**config.mk**
```make
export PLATFORM = sky130hd
export DESIGN_NAME = scc_top
export DESIGN_NICKNAME = d
export VERILOG_FILES = /design/src/rtl/scc_pkg.sv /design/src/rtl/scc_top.sv
export SDC_FILE = /design/constraint.sdc
export NUM_CORES = 1
export LEC_CHECK = 0
export ABC_AREA = 1
export BUFFER_PORTS_ARGS = -buffer_cell sky130_fd_sc_hd__clkbuf_2
export CAP_MARGIN = 20
export CORE_MARGIN = 2
export CORE_UTILIZATION = 45
export DETAILED_ROUTE_END_ITERATION = 10
export HOLD_SLACK_MARGIN = 0.12
export MAX_ROUTING_LAYER = met4
export PLACE_DENSITY = 0.74
export REMOVE_ABC_BUFFERS = 1
export SETUP_SLACK_MARGIN = 0.3
export SLEW_MARGIN = 0
export SYNTH_ARGS = -nofsm -noshare
export SYNTH_HDL_FRONTEND = slang
export SYNTH_SLANG_ARGS = --single-unit
```
**constraint.sdc**
```tcl
create_clock -name clock_i -period 3.7 [get_ports clock_i]
set_input_delay 0 -clock clock_i [delete_from_list [all_inputs] [get_ports clock_i]]
set_output_delay 0 -clock clock_i [all_outputs]
set_load 0.02 [all_outputs]
```
**src/rtl/scc_pkg.sv**
```systemverilog
// constants, types and widths for the system clock source control
// assumes a single 50 MHz clock and oscillators sampled as pin inputs
package scc_pkg;
    localparam int          SRC_N       = 5;
    localparam int          SRC_W       = 3;
    localparam int          TRIM_W      = 8;
    localparam int          FREQ_W      = 6;
    localparam logic [5:0]  FREQ_DFLT   = 6'h18;
    localparam logic [5:0]  FREQ_MIN    = 6'h03;
    localparam logic [5:0]  FREQ_MAX    = 6'h30;
    localparam int          DIV_N       = 12;
    localparam int          DIV_INT_N   = 10;
    localparam int          DIV_W       = 16;
    localparam int          FRAC_W      = 5;
    localparam int          CAL_LEN_W   = 16;
    localparam int          CAL_CNT_W   = 24;
    localparam logic [15:0] DIV_ZERO    = 16'h0000;
    localparam logic [15:0] DIV_ONE     = 16'h0001;
    localparam logic [23:0] CAL_ZERO    = 24'h000000;
    localparam logic [23:0] CAL_ONE     = 24'h000001;
    localparam logic [15:0] LEN_ONE     = 16'h0001;

    typedef enum logic [2:0] {
        SRC_MAIN_RC  = 3'h0,
        SRC_LOW_RC   = 3'h1,
        SRC_FAST_XO  = 3'h2,
        SRC_WATCH_XO = 3'h3,
        SRC_EXT_PIN  = 3'h4
    } scc_src_e;

    typedef enum logic [1:0] {
        SW_RUN   = 2'b00,
        SW_DRAIN = 2'b01,
        SW_ACQ   = 2'b11
    } scc_sw_e;
endpackage

```
**src/rtl/scc_top.sv**
```systemverilog
// clock source selection, glitch-free switching, trim and peripheral enables
// assumes oscillators arrive as asynchronous pins; every rate is an enable pulse
// Overview of operation
// - every subsystem gets its enable; a source change never yields a runt pulse
// - all source pins and switching paths are synchronised against metastability
// - sources: main rc, low-speed rc, fast crystal, watch crystal, external pin
// - main oscillator starts at 24 MHz, retunable 3 to 48 MHz in 1 MHz steps
// - factory trim is loaded from the trim latch store without software action
// - software-supplied trim adjustments from flash are applied on top of factory trim
// - low-speed oscillator keeps clocking sleep peripherals while fast clocks stop
// - low-speed counter periods can be measured against the main oscillator
// - fast crystal clocks the radio when active and is selectable as system clock
// - watch crystal is the radio sleep clock timing its wake intervals
// - root clock feeds ten 16-bit integer and two 16.5-bit fractional dividers
// - watchdog counter runs from low-speed rc or watch crystal
module scc_top
(
    // clock and reset
    input  wire logic                          clock_i,
    input  wire logic                          nrst_i,
    // oscillator pins
    input  wire logic                          main_rc_oscillator_i,
    input  wire logic                          low_speed_rc_oscillator_i,
    input  wire logic                          fast_crystal_oscillator_i,
    input  wire logic                          watch_crystal_oscillator_i,
    input  wire logic                          ext_clk_pin_i,
    // source selection
    input  wire logic [scc_pkg::SRC_W-1:0]     src_sel_i,
    input  wire logic                          src_sel_we_i,
    input  wire logic                          deep_sleep_i,
    input  wire logic                          wdt_src_watch_i,
    // main oscillator tuning
    input  wire logic [scc_pkg::TRIM_W-1:0]    trim_latch_store_i,
    input  wire logic [scc_pkg::TRIM_W-1:0]    flash_trim_i,
    input  wire logic                          flash_trim_we_i,
    input  wire logic [scc_pkg::FREQ_W-1:0]    freq_mhz_i,
    input  wire logic                          freq_we_i,
    // peripheral dividers
    input  wire logic [scc_pkg::DIV_N*scc_pkg::DIV_W-1:0] div_int_i,
    input  wire logic [2*scc_pkg::FRAC_W-1:0]  div_frac_i,
    // low-speed calibration
    input  wire logic                          cal_start_i,
    input  wire logic [scc_pkg::CAL_LEN_W-1:0] cal_len_i,
    // clock enables
    output logic                               high_freq_root_clock_en_o,
    output logic                               lp_periph_clk_en_o,
    output logic                               radio_active_clk_en_o,
    output logic                               radio_sleep_clk_en_o,
    output logic                               wdt_clk_en_o,
    output logic [scc_pkg::DIV_N-1:0]          periph_clk_en_o,
    // status
    output logic [scc_pkg::SRC_W-1:0]          active_src_o,
    output logic                               switch_busy_o,
    output logic [scc_pkg::TRIM_W-1:0]         main_rc_trim_o,
    output logic [scc_pkg::FREQ_W-1:0]         main_rc_freq_o,
    output logic [scc_pkg::CAL_CNT_W-1:0]      cal_count_o,
    output logic                               cal_done_o
);
    import scc_pkg::*;
    logic [SRC_N-1:0]     sync1_reg;
    logic [SRC_N-1:0]     sync2_reg;
    logic [SRC_N-1:0]     sync3_reg;
    logic [SRC_N-1:0]     lvl_reg;
    logic [SRC_N-1:0]     lvl_next;
    logic [SRC_N-1:0]     edge_reg;
    logic [SRC_N-1:0]     pins;
    scc_sw_e              sw_state_reg;
    scc_src_e             cur_src_reg;
    scc_src_e             pend_src_reg;
    logic                 root_en_reg;
    logic                 lp_en_reg;
    logic                 radio_act_reg;
    logic                 radio_slp_reg;
    logic                 wdt_en_reg;
    logic [TRIM_W-1:0]    factory_trim_reg;
    logic [TRIM_W-1:0]    flash_trim_reg;
    logic [TRIM_W-1:0]    trim_sum_reg;
    logic                 trim_loaded_reg;
    logic [FREQ_W-1:0]    freq_reg;
    logic [DIV_W-1:0]     div_cnt_reg [DIV_N];
    logic [FRAC_W-1:0]    frac_acc_reg [2];
    logic [DIV_N-1:0]     div_pulse_reg;
    logic                 cal_run_reg;
    logic                 cal_done_reg;
    logic [CAL_LEN_W-1:0] cal_left_reg;
    logic [CAL_CNT_W-1:0] cal_cnt_reg;
    logic                 sel_valid;
    assign pins = {ext_clk_pin_i, watch_crystal_oscillator_i, fast_crystal_oscillator_i,
                   low_speed_rc_oscillator_i, main_rc_oscillator_i};

    // pin synchroniser, level changes once stages two and three agree
    assign lvl_next = (~(sync2_reg ^ sync3_reg) & sync3_reg)
                      | ((sync2_reg ^ sync3_reg) & lvl_reg);
    always_ff @(posedge clock_i or negedge nrst_i)
    begin
        if (!nrst_i)
        begin
            sync1_reg <= '0;
            sync2_reg <= '0;
            sync3_reg <= '0;
            lvl_reg   <= '0;
            edge_reg  <= '0;
        end
        else
        begin
            sync1_reg <= pins;
            sync2_reg <= sync1_reg;
            sync3_reg <= sync2_reg;
            lvl_reg   <= lvl_next;
            edge_reg  <= lvl_next & ~lvl_reg;
        end
    end

    // glitch-free source switch: finish old period, wait a fresh new edge
    assign sel_valid = (src_sel_i <= SRC_EXT_PIN) && (src_sel_i != cur_src_reg);
    always_ff @(posedge clock_i or negedge nrst_i)
    begin
        if (!nrst_i)
        begin
            sw_state_reg <= SW_RUN;
            cur_src_reg  <= SRC_MAIN_RC;
            pend_src_reg <= SRC_MAIN_RC;
        end
        else
        begin
            case (sw_state_reg)
                SW_RUN:
                begin
                    if (src_sel_we_i && sel_valid)
                    begin
                        pend_src_reg <= scc_src_e'(src_sel_i);
                        sw_state_reg <= SW_DRAIN;
                    end
                end
                SW_DRAIN:
                begin
                    if (edge_reg[cur_src_reg])
                    begin
                        sw_state_reg <= SW_ACQ;
                    end
                end
                SW_ACQ:
                begin
                    if (edge_reg[pend_src_reg])
                    begin
                        cur_src_reg  <= pend_src_reg;
                        sw_state_reg <= SW_RUN;
                    end
                end
                default:
                begin
                    sw_state_reg <= SW_RUN;
                end
            endcase
        end
    end
    // clock enables towards the subsystems
    always_ff @(posedge clock_i or negedge nrst_i)
    begin
        if (!nrst_i)
        begin
            root_en_reg   <= 1'b0;
            lp_en_reg     <= 1'b0;
            radio_act_reg <= 1'b0;
            radio_slp_reg <= 1'b0;
            wdt_en_reg    <= 1'b0;
        end
        else
        begin
            root_en_reg   <= (sw_state_reg == SW_RUN) && edge_reg[cur_src_reg]
                             && !deep_sleep_i;
            lp_en_reg     <= edge_reg[SRC_LOW_RC];
            radio_act_reg <= edge_reg[SRC_FAST_XO] && !deep_sleep_i;
            radio_slp_reg <= edge_reg[SRC_WATCH_XO];
            wdt_en_reg    <= wdt_src_watch_i ? edge_reg[SRC_WATCH_XO]
                                             : edge_reg[SRC_LOW_RC];
        end
    end

    // main oscillator trim and frequency code
    always_ff @(posedge clock_i or negedge nrst_i)
    begin
        if (!nrst_i)
        begin
            factory_trim_reg <= '0;
            trim_loaded_reg  <= 1'b0;
            flash_trim_reg   <= '0;
            trim_sum_reg     <= '0;
        end
        else
        begin
            trim_sum_reg <= factory_trim_reg + flash_trim_reg;
            if (!trim_loaded_reg)
            begin
                factory_trim_reg <= trim_latch_store_i;
                trim_loaded_reg  <= 1'b1;
            end
            if (flash_trim_we_i)
            begin
                flash_trim_reg <= flash_trim_i;
            end
        end
    end

    always_ff @(posedge clock_i or negedge nrst_i)
    begin
        if (!nrst_i)
        begin
            freq_reg <= FREQ_DFLT;
        end
        else if (freq_we_i && freq_mhz_i >= FREQ_MIN && freq_mhz_i <= FREQ_MAX)
        begin
            freq_reg <= freq_mhz_i;
        end
    end
    // peripheral dividers on the root enable, divide by value plus one
    for (genvar i = 0; i < DIV_N; i++)
    begin : g_div
        logic             extra;
        logic [DIV_W-1:0] limit;
        if (i >= DIV_INT_N)
        begin : g_frac
            logic [FRAC_W:0] sum;
            assign sum   = {1'b0, frac_acc_reg[i-DIV_INT_N]}
                           + {1'b0, div_frac_i[(i-DIV_INT_N)*FRAC_W +: FRAC_W]};
            assign extra = sum[FRAC_W];
            always_ff @(posedge clock_i or negedge nrst_i)
            begin
                if (!nrst_i)
                begin
                    frac_acc_reg[i-DIV_INT_N] <= '0;
                end
                else if (root_en_reg && div_cnt_reg[i] >= limit)
                begin
                    frac_acc_reg[i-DIV_INT_N] <= sum[FRAC_W-1:0];
                end
            end
        end
        else
        begin : g_int
            assign extra = 1'b0;
        end
        assign limit = div_int_i[i*DIV_W +: DIV_W] + (extra ? DIV_ONE : DIV_ZERO);
        always_ff @(posedge clock_i or negedge nrst_i)
        begin
            if (!nrst_i)
            begin
                div_cnt_reg[i]   <= '0;
                div_pulse_reg[i] <= 1'b0;
            end
            else
            begin
                div_pulse_reg[i] <= root_en_reg && div_cnt_reg[i] >= limit;
                if (root_en_reg)
                begin
                    div_cnt_reg[i] <= (div_cnt_reg[i] >= limit) ? DIV_ZERO
                                                               : div_cnt_reg[i] + DIV_ONE;
                end
            end
        end
    end
    // low-speed period measured in main oscillator edges
    always_ff @(posedge clock_i or negedge nrst_i)
    begin
        if (!nrst_i)
        begin
            cal_run_reg  <= 1'b0;
            cal_done_reg <= 1'b0;
            cal_left_reg <= '0;
            cal_cnt_reg  <= '0;
        end
        else if (cal_start_i && !cal_run_reg)
        begin
            cal_run_reg  <= 1'b1;
            cal_done_reg <= 1'b0;
            cal_left_reg <= cal_len_i;
            cal_cnt_reg  <= CAL_ZERO;
        end
        else if (cal_run_reg)
        begin
            if (edge_reg[SRC_MAIN_RC])
            begin
                cal_cnt_reg <= cal_cnt_reg + CAL_ONE;
            end
            if (edge_reg[SRC_LOW_RC])
            begin
                cal_left_reg <= cal_left_reg - LEN_ONE;
                if (cal_left_reg <= LEN_ONE)
                begin
                    cal_run_reg  <= 1'b0;
                    cal_done_reg <= 1'b1;
                end
            end
        end
    end
    assign high_freq_root_clock_en_o = root_en_reg;
    assign lp_periph_clk_en_o        = lp_en_reg;
    assign radio_active_clk_en_o     = radio_act_reg;
    assign radio_sleep_clk_en_o      = radio_slp_reg;
    assign wdt_clk_en_o              = wdt_en_reg;
    assign periph_clk_en_o           = div_pulse_reg;
    assign active_src_o              = cur_src_reg;
    assign switch_busy_o             = (sw_state_reg != SW_RUN);
    assign main_rc_trim_o            = trim_sum_reg;
    assign main_rc_freq_o            = freq_reg;
    assign cal_count_o               = cal_cnt_reg;
    assign cal_done_o                = cal_done_reg;
endmodule

```
; Word level (Yosys, flattened, before mapping)
; Cells that the tools add are included.
; Widths: inputs -> output; s select.
[word_totals]
regBits = 325
input_bits = 256
output_inout_bits = 60
elab_cells = 169
[classes]
addsub = 19
magnitude_cmp = 18
eq_ne = 6
muxes = 37
bitwise = 7
n_reduce_logical = 34
[ops]
columns = op, count
row1 = $mux 16, 15
row2 = $add 16x1->16 const B, 12
row3 = $ge 16x16->1, 12
row4 = $mux 24, 3
row5 = $add 16x1->16, 2
row6 = $add 24x1->24 const B, 1
row7 = $logic_and 1x1->1, 20
row8 = $le 16x1->1 const B, 1
row9 = $sub 16x1->16 const B, 1
row10 = $and 5x5->5, 3
row11 = $mux 1, 13
row12 = $add 5x5->6, 2
row13 = $not 5->5, 2
row14 = $reduce_bool 2->1, 5
row15 = $add 8x8->8, 1
row16 = $lt 3x4->1 const B, 2
row17 = $reduce_and 2->1, 4
row18 = $bmux 1 s3, 2
row19 = $ge 6x2->1 const B, 1
row20 = $le 6x6->1 const B, 1
row21 = $mux 2, 3
row22 = $ne 2x2->1 const B, 3
row23 = $pmux 2 s3, 1
row24 = $reduce_and 3->1, 2
row25 = 8 further kinds, 9

; Longest topological paths before layout
[logic_depth]
word_depth = 5
ltp_mapped = 28
ltp_nobuf = 27

; Worst setup path after synthesis
; No wires, ideal clock.
[synth_path]
path_kind = register to register
start = register frac_acc_reg[7] in the netlist's numbering
end = register div_cnt_reg[28] in the netlist's numbering
setup_ps = 121
arrival_time_ps = 3377
required_ps = 3579
setup_slack_ps = 202
path_stages_with_launch = 29
path_buffers = 1
synth_period_minus_slack_ps = 3498
cell_sequence = dfrtp_1 > ha_1 > nand3_1 > nand2_1 > a21oi_1 > o21bai_1 > ha_1 > ha_1 > nand3_1 > nor2_1 > nand3_1 > nor2_1 > nand3_1 > nor2_1 > nand2_1 > nand2_1 > inv_1 > ha_1 > nand2_1 > nor2_1 > and2_1 > nand2_1 > inv_1 > nand2_1 > nand2_2 > nand2_2 > inv_2 > buf_6 > nor2_1
[synth_via]
elab_chain_len = 5
[synth_rtl]
columns = item, line_no
row1 = "start, declared", scc_top.sv:81  ; logic [FRAC_W-1:0] frac_acc_reg [2];
row2 = "start signal, assigned by index", scc_top.sv:235  ; frac_acc_reg[i-DIV_INT_N] <= sum[FRAC_W-1:0];
row3 = $add 5x5->6, scc_top.sv:225  ; + {1'b0, div_frac_i[(i-DIV_INT_N)*FRAC_W +: FRAC_W]};
row4 = $mux 1, scc_top.sv:243  ; assign limit = div_int_i[i*DIV_W +: DIV_W] + (extra ? DIV_ONE : DIV_ZERO);
row5 = $add 16x1->16, scc_top.sv:243
row6 = $ge 16x16->1, scc_top.sv:256  ; div_cnt_reg[i] <= (div_cnt_reg[i] >= limit) ? DIV_ZERO
row7 = $mux 16, scc_top.sv:256
row8 = "end signal, assigned by index", scc_top.sv:256
row9 = "end, declared", scc_top.sv:80  ; logic [DIV_W-1:0] div_cnt_reg [DIV_N];
; Every way passes these cells.
; A chain may end at the register's enable or synchronous reset.

; Worst setup path after layout
[layout_path]
start = register frac_acc_reg[7] in the netlist's numbering
end = register frac_acc_reg[8] in the netlist's numbering
[layout_via]
elab_chain_len = 5
[layout_rtl]
columns = item, line_no
row1 = $add 5x5->6 (*), scc_top.sv:225
row2 = $mux 1, scc_top.sv:243
row3 = $add 16x1->16, scc_top.sv:243
row4 = $ge 16x16->1, scc_top.sv:233  ; else if (root_en_reg && div_cnt_reg[i] >= limit)
row5 = $logic_and 1x1->1, scc_top.sv:233
; Mark *: on every way between the ends. The rest lies on a longest branch, timed or not.

==> flow_summary.json <==
{
  "synth_area_leader_cell": "sky130_fd_sc_hd__dfrtp_1",
  "globalplace.congestion": 0.909,
  "leakagePower_nw": 14.5,
  "final_min_period_over_clock_period": 0.967,
  "root_buffer": "sky130_fd_sc_hd__clkbuf_16",
  "rr_endpoint": "frac_acc_reg[8]",
  "synth_enable_flop_cells": 0,
  "critPathMaxFanout": 5,
  "outcome": "finished clean",
  "standard_cell_rows": 81,
  "timing.max_slew.rel_slack": 0.277,
  "min_delay_path_depth": 8,
  "whs_endpoint": "div_cnt_reg[190]",
  "global_route.usage.total": 0.225,
  "via_count_of_the_first_global_routing_pass": 19800,
  "place_ws_ps": -72.3,
  "final_max_slew_viol_count": 0,
  "timing.critical_path.arrival_ps": 4020,
  "synth-seq-area-share": 0.367,
  "post-route-worst-setup-slack_ps": 121,
  "r2r-start": "frac_acc_reg[7]",
  "route.detailed.wl_per_inst_um": 13.6,
  "insertion_delay_ps": 560,
  "worst_pin_slew_ps": 1090,
  "grt_antenna_before_repair": 4,
  "via_count": 20300,
  "final_net_count": 3899,
  "post_dr_vias_cell": 4.95,
  "hpwl_um": 38400,
  "number_of_setup_violations_in_the_final_report": 0,
  "synth_warnings": 0,
  "cts.sinks": 325,
  "drt_pass1_iterations": 7,
  "layout_common_cells": "736 x sky130_fd_sc_hd__nand2_1, 420 x sky130_fd_sc_hd__inv_1, 351 x sky130_fd_sc_hd__nor2_1, 322 x sky130_fd_sc_hd__dfrtp_1, 314 x sky130_fd_sc_hd__clkbuf_2",
  "drtAntennaViolNets": 0,
  "hold_path_startpoint": "div_int_i[11]",
  "ctsLongestPathBuffers": 3,
  "dieHeight_um": 226,
  "synth.top_cells.by_area": "sky130_fd_sc_hd__dfrtp_1 36%, sky130_fd_sc_hd__ha_1 13%, sky130_fd_sc_hd__nand2_1 13%",
  "setup.worst_path.start_class": "register",
  "detail_route.wirelength_um": 56000,
  "syn_area_sq_um": 22200,
  "floorplan.io_pins": 316,
  "die_width_um": 226,
  "setup.worst_path.end_class": "register",
  "die_footprint_sq_um": 51000,
  "drt-initial-drc-count": 1165,
  "power_density_nw_per_um2": 619,
  "areaGrowthSynthToFinish_pct": 25.6,
  "ir_drop_v": 0.000444,
  "io_buffer_count": 315,
  "synth_top_area_share": 0.365,
  "postSynth.topFlopCell": "sky130_fd_sc_hd__dfrtp_1",
  "globalRouteOverflowTotal": 0,
  "worst-setup-path-type": "register to register",
  "clock.fmax_ghz": 0.279,
  "clk_pin_slew_ps": 60,
  "initial_utilization": 0.454,
  "finClkSkew_ps": 19.2,
  "startpoint_of_the_worst_setup_timing_path": "frac_acc_reg[7]",
  "post_route_cells_drive_above_1_share": 0.168,
  "grt_max_degree": 116,
  "worst-r2r-setup-slack_ps": 120,
  "syn-instance-count": 2928,
  "worstHoldPathType": "input pin to register",
  "mostFrequentLayoutCell": "sky130_fd_sc_hd__nand2_1",
  "grt_pass1_wl_um": 92300,
  "critPathRequiredTime_ps": 4140,
  "max_cap_violations": 0,
  "syn_avg_cell_area_sq_um": 7.57,
  "fp.coreArea_sq_um": 48700,
  "flip_flop_count_of_the_largest_register_all_copies_and_words_added": 192,
  "h_tree_depth": 2,
  "power.total_mw": 17.2,
  "fin_crit_ps": 3580,
  "post_synth_num_cell_types": 56,
  "drc_errors": 0,
  "final_hold_viol_count": 0,
  "cts_tree": "done",
  "rsz0062_at_grt": "true",
  "tritoncts_buffers": 40,
  "ys_ff_latch": 325,
  "worstRegToRegCells": 27,
  "async_flop_share": 1.00
}
[critical path, cell delays in order (launching register included)]
cell and delay (ps):
sky130_fd_sc_hd__dfrtp_1 400, sky130_fd_sc_hd__ha_4 310, sky130_fd_sc_hd__nand3_4 90, sky130_fd_sc_hd__nand2_4 80, sky130_fd_sc_hd__a21oi_2 50, sky130_fd_sc_hd__o21bai_1 130
sky130_fd_sc_hd__ha_2 220, sky130_fd_sc_hd__ha_4 150, sky130_fd_sc_hd__nand3_4 70, sky130_fd_sc_hd__nor2_4 130, sky130_fd_sc_hd__nand3_4 100, sky130_fd_sc_hd__nor2_4 120
sky130_fd_sc_hd__buf_6 110, sky130_fd_sc_hd__nand2_4 40, sky130_fd_sc_hd__xnor2_2 140, sky130_fd_sc_hd__inv_1 60, sky130_fd_sc_hd__ha_1 280, sky130_fd_sc_hd__nand2_1 80
sky130_fd_sc_hd__nor2_1 170, sky130_fd_sc_hd__and2_4 180, sky130_fd_sc_hd__nand2_4 50, sky130_fd_sc_hd__inv_2 50, sky130_fd_sc_hd__nand2_2 60, sky130_fd_sc_hd__nand2_4 80
sky130_fd_sc_hd__nand2_4 60, sky130_fd_sc_hd__buf_6 160, sky130_fd_sc_hd__nand2_2 50, sky130_fd_sc_hd__nand2_1 50
[area by class of cell]
cell class / instances / area (sq um)
timing repair buffer: 485 / 3270
inverter: 427 / 1610
fill: 4294 / 20900
sequential: 325 / 8140
antenna: 4 / 10.0
multi-input combinational: 2133 / 12600
clock inverter: 18 / 185
tap: 664 / 831
clock buffer: 55 / 1190
[power breakdown]
part / switching [mW] / internal (mW)
sequential: 1.72 / 4.83
clock: 1.59 / 2.46
combinational: 3.70 / 2.92
[kinds of logic (layout without fill, tap and decap cells)]
family / after synthesis / after routing / share of synthesized area
buf+inv: 470 / 985 / 0.0826
mux: 14 / 14 / 0.00712
flops: 325 / 325 / 0.367
other cells: 1 / 5 / 0.000169
xor+xnor: 150 / 150 / 0.0593
simple gates: 1426 / 1426 / 0.274
fa+ha+maj: 236 / 236 / 0.134
compound gates: 306 / 306 / 0.0764
[Yosys cell counts (32+ instances only)]
cell,n
sky130_fd_sc_hd__nor2_1,360
sky130_fd_sc_hd__nor3_1,32
sky130_fd_sc_hd__nand4_1,81
sky130_fd_sc_hd__nand3_1,123
sky130_fd_sc_hd__ha_1,228
sky130_fd_sc_hd__xnor2_1,46
sky130_fd_sc_hd__xor2_1,104
sky130_fd_sc_hd__nand2_1,750
sky130_fd_sc_hd__inv_1,423
sky130_fd_sc_hd__a21oi_1,147
sky130_fd_sc_hd__dfrtp_1,323
sky130_fd_sc_hd__o21ai_0,100
[through the flow]
| step | hold WS (ps) | std cells | area, sq um | util | TNS (ps) |
|---|---|---|---|---|---|
| floorplan | -296 | 2885 | 21900 | - | -57700 |
| detailed placement | 101 | 3881 | 24500 | 0.503 | -1600 |
| finish | 149 | 4111 | 27800 | 0.571 | 0 |
| global route | 148 | 4111 | 27800 | 0.571 | -1490 |
| CTS | 121 | 4097 | 27500 | 0.565 | 0 |
| global placement | 93.1 | 3881 | 24500 | 0.503 | 0 |
[layer usage]
metal  up-vias  wire length (um)  GRT usage
met1      9329             24800      0.280
met5         -                 0          -
met4         0              1430     0.0714
li1      10300                 -          -
met3       115              2950     0.0337
met2       558             26800      0.378
[worst max-delay path by stage]
stage	endpoint	slack (ps)	cells after the start
6_report	frac_acc_reg[8]	120	27
5_1_grt	frac_acc_reg[8]	-100	27
4_1_cts	frac_acc_reg[5]	200	28
3_5_place_dp	div_cnt_reg[30]	-70	27
3_3_place_gp	div_cnt_reg[30]	40	27
2_1_floorplan	div_cnt_reg[14]	-590	7
[what timing repair did]
action,4_1_cts,5_1_grt
resized for setup,53,47
buffers inserted,20,9
setup endpoints to repair,44,44
hold endpoints to repair,423,0
pin swaps,30,37
hold buffers,123,0
Note: power is estimated with default switching activity, not from simulation.
